==> config.mk <==
export PLATFORM = sky130hd
export DESIGN_NAME = sensor_link
export DESIGN_NICKNAME = d
export VERILOG_FILES = /design/src/core/sensor_link_pkg.sv /design/src/core/sample_buffer.sv /design/src/core/sensor_link.sv
export SDC_FILE = /design/constraint.sdc
export NUM_CORES = 1
export LEC_CHECK = 0
export BUFFER_PORTS_ARGS = -buffer_cell sky130_fd_sc_hd__buf_2
export CORE_AREA = 2 2 135 137
export DETAILED_ROUTE_END_ITERATION = 8
export DIE_AREA = 0 0 137 139
export MAX_ROUTING_LAYER = met4
export PLACE_DENSITY_LB_ADDON = 0.05
export SYNTH_ARGS = -nofsm -noshare
export SYNTH_HDL_FRONTEND = slang
export SYNTH_SLANG_ARGS = --single-unit
==> constraint.sdc <==
create_clock -name i_clk -period 9 [get_ports i_clk]
set_input_delay 0 -clock i_clk [delete_from_list [all_inputs] [get_ports i_clk]]
set_output_delay 0 -clock i_clk [all_outputs]
set_load 0.005 [all_outputs]
==> src/core/sensor_link_pkg.sv <==
// Shared constants and types for the single-wire sensor readout link
package sensor_link_pkg;

   localparam int unsigned CLK_MHZ        = 200;
   localparam int unsigned START_MIN_US   = 800;
   localparam int unsigned RESP_LOW_US    = 80;
   localparam int unsigned RESP_HIGH_US   = 80;
   localparam int unsigned BIT_LOW_US     = 50;
   localparam int unsigned BIT0_HIGH_US   = 26;
   localparam int unsigned BIT1_HIGH_US   = 70;
   localparam int unsigned END_LOW_US     = 50;
   localparam int unsigned TURN_US        = 30;
   localparam int unsigned POWERUP_MS     = 2000;
   localparam int unsigned MEAS_US        = 1000;

   localparam int unsigned START_MIN_CYC  = START_MIN_US * CLK_MHZ;
   localparam int unsigned RESP_LOW_CYC   = RESP_LOW_US * CLK_MHZ;
   localparam int unsigned RESP_HIGH_CYC  = RESP_HIGH_US * CLK_MHZ;
   localparam int unsigned BIT_LOW_CYC    = BIT_LOW_US * CLK_MHZ;
   localparam int unsigned BIT0_HIGH_CYC  = BIT0_HIGH_US * CLK_MHZ;
   localparam int unsigned BIT1_HIGH_CYC  = BIT1_HIGH_US * CLK_MHZ;
   localparam int unsigned END_LOW_CYC    = END_LOW_US * CLK_MHZ;
   localparam int unsigned TURN_CYC       = TURN_US * CLK_MHZ;
   localparam int unsigned POWERUP_CYC    = POWERUP_MS * 1000 * CLK_MHZ;
   localparam int unsigned MEAS_CYC       = MEAS_US * CLK_MHZ;

   localparam int unsigned FRAME_BITS     = 40;
   localparam int unsigned TMR_W          = 32;
   localparam logic [31:0] HUM_RST        = 32'h0000_0000;

   typedef struct packed {
      logic [15:0] hum;
      logic [15:0] temp;
   } sample_t;

   typedef enum logic [3:0] {
      ST_POWERUP,
      ST_MEASURE,
      ST_SLEEP,
      ST_START_LOW,
      ST_TURN,
      ST_RESP_LOW,
      ST_RESP_HIGH,
      ST_BIT_LOW,
      ST_BIT_HIGH,
      ST_END_LOW
   } link_state_t;

endpackage

==> src/core/sample_buffer.sv <==
// Two-entry valid/ready buffer between measurement source and link
`timescale 1ns/1ps
module sample_buffer
   import sensor_link_pkg::*;
#(
   parameter int unsigned WIDTH = 32
) (
   input  wire logic             i_clk,
   input  wire logic             i_rst_n,
   input  wire logic             i_in_valid,
   output logic                  o_in_ready,
   input  wire logic [WIDTH-1:0] i_in_data,
   output logic                  o_out_valid,
   input  wire logic             i_out_ready,
   output logic [WIDTH-1:0]      o_out_data
);

   typedef struct packed {
      logic [1:0][WIDTH-1:0] mem;
      logic                  rd;
      logic                  wr;
      logic [1:0]            cnt;
   } buf_state_t;

   buf_state_t st_ff;
   buf_state_t nxt_st;
   logic       push;
   logic       pop;

   assign o_in_ready  = (st_ff.cnt != 2'h2);
   assign o_out_valid = (st_ff.cnt != 2'h0);
   assign o_out_data  = st_ff.mem[st_ff.rd];
   assign push        = i_in_valid && o_in_ready;
   assign pop         = o_out_valid && i_out_ready;

   always_comb begin
      nxt_st = st_ff;
      if (push) begin
         nxt_st.mem[st_ff.wr] = i_in_data;
         nxt_st.wr            = ~st_ff.wr;
      end
      if (pop) begin
         nxt_st.rd = ~st_ff.rd;
      end
      case ({push, pop})
         2'b10:   nxt_st.cnt = st_ff.cnt + 2'h1;
         2'b01:   nxt_st.cnt = st_ff.cnt - 2'h1;
         default: nxt_st.cnt = st_ff.cnt;
      endcase
   end

   always_ff @(posedge i_clk or negedge i_rst_n) begin
      if (!i_rst_n) begin
         st_ff <= '0;
      end else begin
         st_ff <= nxt_st;
      end
   end

endmodule

==> src/core/sensor_link.sv <==
// Sensor-side single-wire readout link: pin timing, framing, sampling
`timescale 1ns/1ps
////////////////////////////////////////////////////////////////////////////
module sensor_link
   import sensor_link_pkg::*;
#(
   parameter int unsigned POWERUP_CYCLES = POWERUP_CYC,
   parameter int unsigned START_CYCLES   = START_MIN_CYC,
   parameter int unsigned MEAS_CYCLES    = MEAS_CYC,
   parameter int unsigned CYC_PER_US     = CLK_MHZ
) (
   input  wire logic        i_clk,
   input  wire logic        i_rst_n,
   input  wire logic        i_sda,
   output logic             o_sda,
   output logic             o_sda_oe_n,
   input  wire logic [15:0] i_hum,
   input  wire logic [15:0] i_temp,
   output logic             o_measure,
   output logic             o_busy
);

   ////////////////////////////////////////////////////////////////////////
   // Phase lengths in clocks; the clock rate is a parameter so a bench
   // can run whole frames in some 13000 to 20000 cycles

   localparam int unsigned TURN_CYCLES      = TURN_US * CYC_PER_US;
   localparam int unsigned RESP_LOW_CYCLES  = RESP_LOW_US * CYC_PER_US;
   localparam int unsigned RESP_HIGH_CYCLES = RESP_HIGH_US * CYC_PER_US;
   localparam int unsigned BIT_LOW_CYCLES   = BIT_LOW_US * CYC_PER_US;
   localparam int unsigned BIT0_HIGH_CYCLES = BIT0_HIGH_US * CYC_PER_US;
   localparam int unsigned BIT1_HIGH_CYCLES = BIT1_HIGH_US * CYC_PER_US;
   localparam int unsigned END_LOW_CYCLES   = END_LOW_US * CYC_PER_US;

   ////////////////////////////////////////////////////////////////////////
   // State record

   typedef struct packed {
      link_state_t  state;
      logic [TMR_W-1:0] tmr;
      logic [5:0]   bit_idx;
      logic [39:0]  shift;
      logic         drive_low;
      logic         meas;
      logic         push;
      logic [31:0]  stage;
      logic         sync1;
      logic         sync2;
   } link_reg_t;

   link_reg_t st_ff;
   link_reg_t nxt_st;

   sample_t   buf_out;
   logic      buf_valid;
   logic      buf_in_ready;
   logic      buf_pop;
   logic      line_hi;
   logic [7:0] csum;

   ////////////////////////////////////////////////////////////////////////
   // Sample store

   // Two slots so a sample taken while a frame is still framed never
   // overwrites the one being sent
   sample_buffer #(
      .WIDTH (32)
   ) u_buf (
      .i_clk       (i_clk),
      .i_rst_n     (i_rst_n),
      .i_in_valid  (st_ff.push),
      .o_in_ready  (buf_in_ready),
      .i_in_data   (st_ff.stage),
      .o_out_valid (buf_valid),
      .i_out_ready (buf_pop),
      .o_out_data  (buf_out)
   );

   assign line_hi = st_ff.sync2;
   // Checksum over the stored sample
   assign csum = buf_out.hum[15:8] + buf_out.hum[7:0]
               + buf_out.temp[15:8] + buf_out.temp[7:0];

   // Pop happens when the frame leaves its stored sample behind
   assign buf_pop = (st_ff.state == ST_RESP_LOW) && (st_ff.tmr == '0)
                    && buf_valid;

   assign o_sda      = 1'b0;
   assign o_sda_oe_n = ~st_ff.drive_low;
   assign o_measure  = st_ff.meas;
   assign o_busy     = (st_ff.state != ST_SLEEP);

   ////////////////////////////////////////////////////////////////////////
   // Next state

   always_comb begin
      nxt_st       = st_ff;
      nxt_st.sync1 = i_sda;
      nxt_st.sync2 = st_ff.sync1;
      nxt_st.push  = 1'b0;
      nxt_st.meas  = 1'b0;
      case (st_ff.state)
         ST_POWERUP: begin
            // Pin ignored until settled
            nxt_st.drive_low = 1'b0;
            if (st_ff.tmr >= TMR_W'(POWERUP_CYCLES - 1)) begin
               nxt_st.tmr   = '0;
               nxt_st.state = ST_MEASURE;
               nxt_st.meas  = 1'b1;
            end else begin
               nxt_st.tmr = st_ff.tmr + 1'b1;
            end
         end
         ST_MEASURE: begin
            // Store fresh sample for the next frame
            if (st_ff.tmr >= TMR_W'(MEAS_CYCLES - 1)) begin
               if (buf_in_ready) begin
                  nxt_st.stage = {i_hum, i_temp};
                  nxt_st.push  = 1'b1;
               end
               nxt_st.tmr   = '0;
               nxt_st.state = ST_SLEEP;
            end else begin
               nxt_st.tmr = st_ff.tmr + 1'b1;
            end
         end
         ST_SLEEP: begin
            nxt_st.drive_low = 1'b0;
            nxt_st.tmr       = '0;
            if (!line_hi) begin
               nxt_st.state = ST_START_LOW;
            end
         end
         ST_START_LOW: begin
            // Short glitches fall back to sleep
            if (line_hi) begin
               nxt_st.tmr   = '0;
               nxt_st.state = (st_ff.tmr >= TMR_W'(START_CYCLES))
                              ? ST_TURN : ST_SLEEP;
            end else if (st_ff.tmr != '1) begin
               nxt_st.tmr = st_ff.tmr + 1'b1;
            end
         end
         ST_TURN: begin
            // Fixed wait inside the host release window
            if (st_ff.tmr >= TMR_W'(TURN_CYCLES - 1)) begin
               nxt_st.tmr       = '0;
               nxt_st.drive_low = 1'b1;
               nxt_st.state     = ST_RESP_LOW;
               nxt_st.shift     = {buf_out.hum, buf_out.temp, csum};
            end else begin
               nxt_st.tmr = st_ff.tmr + 1'b1;
            end
         end
         ST_RESP_LOW: begin
            nxt_st.drive_low = 1'b1;
            if (st_ff.tmr >= TMR_W'(RESP_LOW_CYCLES - 1)) begin
               nxt_st.tmr       = '0;
               nxt_st.drive_low = 1'b0;
               nxt_st.state     = ST_RESP_HIGH;
            end else begin
               nxt_st.tmr = st_ff.tmr + 1'b1;
            end
         end
         ST_RESP_HIGH: begin
            if (st_ff.tmr >= TMR_W'(RESP_HIGH_CYCLES - 1)) begin
               nxt_st.tmr       = '0;
               nxt_st.bit_idx   = '0;
               nxt_st.drive_low = 1'b1;
               nxt_st.state     = ST_BIT_LOW;
            end else begin
               nxt_st.tmr = st_ff.tmr + 1'b1;
            end
         end
         ST_BIT_LOW: begin
            if (st_ff.tmr >= TMR_W'(BIT_LOW_CYCLES - 1)) begin
               nxt_st.tmr       = '0;
               nxt_st.drive_low = 1'b0;
               nxt_st.state     = ST_BIT_HIGH;
            end else begin
               nxt_st.tmr = st_ff.tmr + 1'b1;
            end
         end
         ST_BIT_HIGH: begin
            // MSB first: top of shift register is the current bit
            if (st_ff.tmr >= (st_ff.shift[39]
                  ? TMR_W'(BIT1_HIGH_CYCLES - 1)
                  : TMR_W'(BIT0_HIGH_CYCLES - 1))) begin
               nxt_st.tmr       = '0;
               nxt_st.shift     = {st_ff.shift[38:0], 1'b0};
               nxt_st.bit_idx   = st_ff.bit_idx + 6'h01;
               nxt_st.drive_low = 1'b1;
               nxt_st.state = (st_ff.bit_idx == 6'(FRAME_BITS - 1))
                              ? ST_END_LOW : ST_BIT_LOW;
            end else begin
               nxt_st.tmr = st_ff.tmr + 1'b1;
            end
         end
         ST_END_LOW: begin
            if (st_ff.tmr >= TMR_W'(END_LOW_CYCLES - 1)) begin
               nxt_st.tmr       = '0;
               nxt_st.drive_low = 1'b0;
               nxt_st.meas      = 1'b1;
               nxt_st.state     = ST_MEASURE;
            end else begin
               nxt_st.tmr = st_ff.tmr + 1'b1;
            end
         end
         default: begin
            nxt_st = '0;
         end
      endcase
   end

   always_ff @(posedge i_clk or negedge i_rst_n) begin
      if (!i_rst_n) begin
         st_ff       <= '0;
         st_ff.sync1 <= 1'b1;
         st_ff.sync2 <= 1'b1;
      end else begin
         st_ff <= nxt_st;
      end
   end

endmodule

==> results of run 1 <==
-- cells by family after synthesis --
family	synth area share [%]
adders and majority gates	5.02
other	0.0392
AOI/OAI and AO/OA	13.1
and+or+nand+nor	13.8
xor gates and xnor gates	3.94
muxes	11.2
DFF	48.9
buffers and inverters	3.94
-- registers in the layout, indices dropped and copies added (netlist names) --
signal	cells
u_buf.st_ff	68
st_ff	117
o_measure	1
line_hi	1
-- worst max path at each step --
stage / start / depth (start not counted) / to
after floorplan: u_buf.st_ff[3] / 16 / st_ff[44]
after global placement: u_buf.st_ff[3] / 13 / st_ff[44]
after detailed placement: u_buf.st_ff[3] / 13 / st_ff[44]
after CTS: u_buf.st_ff[3] / 13 / st_ff[44]
after global routing: u_buf.st_ff[3] / 13 / st_ff[44]
final: u_buf.st_ff[3] / 13 / st_ff[44]
-- metrics by stage --
stage          total power, uW  area, sq um  hold WS, ps
2_1_floorplan              858         9570         -296
5_1_grt                   1700        10800          268
6_report                  1650        10800          196
3_5_place_dp               884         9860          111
3_3_place_gp               883         9860          102
4_1_cts                   1670        10800          218
-- cell type report --
| class | instances | area, sq um | share of cell area [%] |
|---|---|---|---|
| clock buffers | 18 | 439 | 4.06 |
| clock inverters | 14 | 170 | 1.57 |
| inverters | 29 | 109 | 1.01 |
| multi-input cells | 667 | 4530 | 41.9 |
| flip-flops and latches | 187 | 4680 | 43.3 |
| well taps | 229 | 287 | 2.65 |
| repair buffers | 80 | 599 | 5.54 |
-- placed cells by master, fill, tap and decap left out, drive strengths merged, types with 3 or more instances in the layout --
| cell type | netlist | layout |
|---|---|---|
| nor4 | 13 | 13 |
| xor2 | 14 | 14 |
| nor2 | 61 | 61 |
| nand4 | 8 | 8 |
| a22oi | 10 | 10 |
| nand3 | 20 | 20 |
| a211oi | 4 | 4 |
| a311oi | 3 | 3 |
| or3 | 5 | 5 |
| and2 | 4 | 4 |
| a31o | 3 | 3 |
| xnor2 | 29 | 29 |
| and3 | 6 | 6 |
| dlygate4sd3 | 0 | 34 |
| mux2 | 68 | 68 |
| nand2b | 4 | 4 |
| clkinv | 0 | 3 |
| fa | 14 | 14 |
| clkbuf | 47 | 18 |
| o31ai | 3 | 3 |
| nand2 | 131 | 131 |
| a31oi | 3 | 3 |
| nor2b | 4 | 4 |
| mux2i | 31 | 31 |
| or4 | 4 | 4 |
| o21ai | 110 | 110 |
| buf | 16 | 46 |
| dfrtp | 185 | 185 |
| inv | 29 | 38 |
| ha | 16 | 16 |
| nor3 | 13 | 13 |
| a21oi | 45 | 45 |
-- layer usage --
metal  part of all wire, %  routed length [microns]  track usage, %  vias up
met5                     0                        0               -        -
met4                   3.3                      733            11.0        0
met3                   2.8                      612            3.73       43
met2                    50                    11000            40.7      133
met1                    44                     9770            31.4     3529
li1                      -                        -               -     3378
-- worst reg2reg max path, cell delays in order (launching register included) --
cell and delay (ps):
dfrtp_2 1030, mux2i_1 420, fa_1 510, fa_1 550, inv_1 40, ha_1 220, fa_1 400, a21oi_1 160
nor2_1 60, o21ai_0 220, a21oi_1 120, xnor2_1 130, a22oi_1 150, o21ai_0 100
-- report_power, final --
part	leakage (uW)	internal [uW]	switching [uW]	total [uW]
Sequential	0.00242	840	0.697	841
Clock	0.000297	408	363	771
Combinational	0.00204	16.0	20.5	36.5
Total	0.00476	1260	384	1650
==> impl_metrics.env, run 1 <==
export IMPL_status="finished, final reports clean"
export IMPL_post_drt_via_cell_ratio=5.79
export IMPL_final_setup_skew_ps=16.0
export IMPL_synth_common_cells="185 x dfrtp_1, 131 x nand2_1, 107 x o21ai_0"
export IMPL_rsz0062_at_grt="no"
export IMPL_startpoint_type="flip-flop"
export IMPL_worst_path_most_repeated_cell="fa_1"
export IMPL_final_min_clock_period_ps=4260
export IMPL_vias=7083
export IMPL_p_leak_uw=0.00476
export IMPL_worstPathRequired_ps=9270
export IMPL_synth_area_leaders="dfrtp_1 48%, mux2_2 8.0%, o21ai_0 5.6%, nand2_1 5.1%, mux2i_1 3.2%"
export IMPL_area_delta_synth_final_pct=13.0
export IMPL_cts_buffer_depth=2
export IMPL_die_area_sq_um=19000
export IMPL_syn_avg_cell_area_sq_um=10.1
export IMPL_synth_cell_types=73
export IMPL_place_gp_congestion=0.881
export IMPL_setup_slack_ps=4740
export IMPL_cts_tree="built"
export IMPL_dp_hpwl_microns=14800
export IMPL_max_slew_margin_pct=20.6
export IMPL_drive_above_1_share_pct=16.3
export IMPL_hold_violations=0
export IMPL_timing_fmax_mhz=235
export IMPL_pre_cts_slack_ps=4710
export IMPL_finalNonFillerCells=1224
export IMPL_slowest_stage="dfrtp_2"
export IMPL_post_place_cells=1158
export IMPL_initial_utilization_pct=54.2
export IMPL_ys_warn_count=0
export IMPL_die_h_microns=139
export IMPL_cap_violations=0
export IMPL_cts_resized_gates=0
export IMPL_synth_async_reset_ratio_pct=100
export IMPL_gr_total_overflow=0
export IMPL_cp_arrival_ps=4540
export IMPL_drcViolationCount=0
export IMPL_finalSetupViolations=0
export IMPL_routed_wl_microns=22100
export IMPL_rrSetupSlack_ps=4740
export IMPL_synth_seq_area_share_pct=48.9
export IMPL_core_area_sq_um=17700
export IMPL_yosys_area_top_type="dfrtp_1"
export IMPL_cts_root_buffer="clkbuf_16"
export IMPL_cts_sinks=187
export IMPL_crit_chain="mux2i_1, fa_1, fa_1, inv_1, ha_1, fa_1, a21oi_1, nor2_1, o21ai_0, a21oi_1, xnor2_1, a22oi_1, o21ai_0"
export IMPL_pwr_density_cell_nw_per_um2=152
export IMPL_synthCells=946
export IMPL_grt_pass1_wl_microns=36500
export IMPL_die_w_microns=137
export IMPL_num_rows=49
export IMPL_cts_max_level=4
export IMPL_fillers=1450
export IMPL_grt_max_degree=86
export IMPL_crit_buf_inv=1
export IMPL_endpoint_kind="flip-flop"
export IMPL_grt_pass1_vias=7237
export IMPL_antenna_found_initial=0
export IMPL_r2r_end="st_ff[44]"
export IMPL_grt_usage_pct=25.2
export IMPL_critical_path_class="flip-flop to flip-flop"
export IMPL_period_share_pct=47.4
export IMPL_drtPass1Iterations=5
export IMPL_cts_buffers=17
export IMPL_clk_latency_ps=430
export IMPL_netlist_area_sq_um=9570
export IMPL_worst_r2r_path_depth=13
export IMPL_worstPathMaxFanout=33
export IMPL_cpLargestDelayFamily="adder cells"
export IMPL_max_stage_delay_ps=1030
export IMPL_io_pins=39
export IMPL_fin_util_pct=61.2
export IMPL_netlist_area_leader_share_pct=48.4
export IMPL_worstMarginPinSlew_ps=1190
export IMPL_fin_nets=1047
export IMPL_drt_iter0_drc=440
export IMPL_synth_most_common_cell="dfrtp_1"
export IMPL_portBuffers=37
export IMPL_synth_flop_cell="dfrtp_1"
export IMPL_hp_class="primary input to async pin"
export IMPL_wire_per_inst_microns=18.1
export IMPL_ys_ff_latch=187
export IMPL_synth_edf_count=0
export IMPL_post_cts_setup_buffers=0
export IMPL_hold_buffers=34
export IMPL_max_vdd_ir_drop_mv=0.103
export IMPL_drv_slew=0
export IMPL_ant_nets=0
export IMPL_antennaDiodeCount=0
export IMPL_finalSetupTns_ps=0
export IMPL_syn_nets=1011
export IMPL_path_clk_slew_ps=80
export IMPL_r2r_start="u_buf.st_ff[3]"
Power figures use the tool's default switching activity.
==> inputs of run 2 (changes only) <==
==> constraint.sdc (replaced) <==
create_clock -name i_clk -period 3.6 [get_ports i_clk]
set_input_delay 0 -clock i_clk [delete_from_list [all_inputs] [get_ports i_clk]]
set_output_delay 0 -clock i_clk [all_outputs]
set_load 0.005 [all_outputs]
==> run 2 against run 1 <==
Via count increased by 0.95%. Register-to-register slack worse by 4600 ps. Sequential share of layout area down 1.2 points. Die area is the same. Critical path type unchanged. Largest power group unchanged.
==> impl_metrics.env, run 2 (synthesis gave the netlist of run 1 again) <==
export IMPL_status="finished, final reports clean"
export IMPL_internal_power_uw=3070
export IMPL_post_route_cell_area_sq_um=11100
export IMPL_die_area_sq_um=19000
export IMPL_finalPower_uw=4030
export IMPL_timing_fmax_mhz=286
export IMPL_initial_utilization_pct=54.2
export IMPL_area_delta_synth_final_pct=16.3
export IMPL_slowest_stage="fa_1"
export IMPL_cts_tree="built"
export IMPL_antenna_found_initial=0
export IMPL_worstPathRequired_ps=3910
export IMPL_io_pins=39
export IMPL_rrSetupSlack_ps=100
export IMPL_worst_path_most_repeated_cell="buf_4"
export IMPL_grt_pass1_vias=7406
export IMPL_drtPass1Iterations=6
export IMPL_post_drt_via_cell_ratio=5.73
export IMPL_reg_largest_list="st_ff (117), u_buf.st_ff (68)"
export IMPL_max_vdd_ir_drop_mv=0.292
export IMPL_die_w_microns=137
export IMPL_max_slew_margin_pct=46.7
export IMPL_wire_per_inst_microns=18.0
export IMPL_final_common_cell="dfrtp_1"
export IMPL_pwr_density_cell_nw_per_um2=362
export IMPL_cts_buffers=17
export IMPL_mostFrequentLayoutCells="184 x dfrtp_1, 131 x nand2_1, 104 x o21ai_0, 68 x mux2_2, 59 x nor2_1"
export IMPL_pwr_share_seq_pct=52.1
export IMPL_cpLargestDelayFamily="adder cells"
export IMPL_routed_wl_microns=22400
export IMPL_max_stage_delay_ps=560
export IMPL_endpoint_kind="flip-flop"
export IMPL_largest_register="st_ff"
export IMPL_gr_total_overflow=0
export IMPL_die_h_microns=139
export IMPL_core_area_sq_um=17700
export IMPL_worstPathMaxFanout=9
export IMPL_num_rows=49
export IMPL_place_gp_congestion=0.866
export IMPL_hold_violations=0
export IMPL_crit_chain="buf_4, buf_4, buf_4, mux2i_1, fa_1, fa_1, inv_1, ha_1, or3_1, a32oi_1, o21ai_0"
export IMPL_largest_reg_flops=117
export IMPL_cap_violations=0
export IMPL_p_clk_share_pct=45.6
export IMPL_crit_buf_inv=4
export IMPL_cts_sinks=187
export IMPL_p_comb_share_pct=2.3
export IMPL_vias=7150
export IMPL_grt_pass1_wl_microns=37500
export IMPL_cts_max_level=4
export IMPL_final_setup_skew_ps=16.7
export IMPL_drt_iter0_drc=498
export IMPL_drcViolationCount=0
export IMPL_switching_share_pct=23.9
export IMPL_cts_buffer_depth=2
export IMPL_place_area_sq_um=10000
export IMPL_cp_arrival_ps=3810
export IMPL_rsz0062_at_grt="yes"
export IMPL_p_leak_uw=0.00489
export IMPL_clk_latency_ps=440
export IMPL_ant_nets=0
export IMPL_antennaDiodeCount=0
export IMPL_final_min_clock_period_ps=3500
export IMPL_fin_util_pct=63.0
export IMPL_drive_above_1_share_pct=20.1
export IMPL_startpoint_type="flip-flop"
export IMPL_drv_slew=0
export IMPL_critical_path_class="flip-flop to flip-flop"
export IMPL_hp_class="primary input to async pin"
export IMPL_cts_root_buffer="clkbuf_16"
export IMPL_dp_hpwl_microns=15200
export IMPL_switchingPower_uw=964
export IMPL_finalSetupViolations=0
export IMPL_path_clk_slew_ps=70
export IMPL_portBuffers=37
export IMPL_period_share_pct=97.1
export IMPL_worstMarginPinSlew_ps=800
export IMPL_grt_max_degree=95
export IMPL_grt_usage_pct=25.9
export IMPL_fin_nets=1070
run 2: worst paths after layout:
| check | start | end | cells after the start |
|---|---|---|---|
| worst max-delay path | u_buf.st_ff[3] | st_ff[42] | 11 |
| worst min-delay path | i_rst_n | st_ff[105] | 2 |
| worst max register to register | u_buf.st_ff[3] | st_ff[42] | 11 |
| worst min register to register | st_ff[70] | st_ff[70] | 2 |
| max in group asynchronous | i_rst_n | st_ff[94] | 3 |
| min in group i_clk | i_hum[14] | st_ff[32] | 4 |
run 2: layer usage:
| layer | global-route usage (%) | wire, microns | share of wire, % | up-vias |
|---|---|---|---|---|
| li1 | - | - | - | 3417 |
| met1 | 32.6 | 9700 | 43 | 3539 |
| met2 | 41.5 | 11300 | 50 | 156 |
| met3 | 4.17 | 658 | 2.9 | 38 |
| met4 | 10.6 | 739 | 3.3 | 0 |
| met5 | - | 0 | 0 | - |
run 2: area by class of cell:
class                   instances  area [sq um]
repair buffers                103           828
flip-flops and latches        187          4690
inverters                      29           109
clock buffers                  17           425
multi-input cells             667          4640
clock inverters                15           156
fillers                      1461          6530
well taps                     229           287
run 2: power groups by stage:
| stage | combinational [uW] | sequential, uW | clock [uW] |
|---|---|---|---|
| floorplan | 2.66 | 2140 | 0 |
| global placement | 64.9 | 2140 | 0 |
| detailed placement | 67.1 | 2140 | 0 |
| CTS | 95.6 | 2100 | 1880 |
| global route | 106 | 2100 | 1970 |
| finish | 92.6 | 2100 | 1840 |
run 2: through the flow:
step           setup WS [ps]  instances  hold WS, ps  TNS, ps
2_1_floorplan           27.2        946         -296        0
3_3_place_gp            61.9       1174          110        0
3_5_place_dp           -81.7       1174          119     -146
4_1_cts                 1.88       1243          228        0
5_1_grt                -49.2       1247          258    -89.4
6_report                 103       1247          193        0
run 2: what timing repair did:
action	4_1_cts	5_1_grt
pin swaps	0	10
setup endpoints to repair	3	3
buffers inserted	3	4
endpoints found under the hold margin	123	0
resized for setup	2	25
hold buffers	34	0
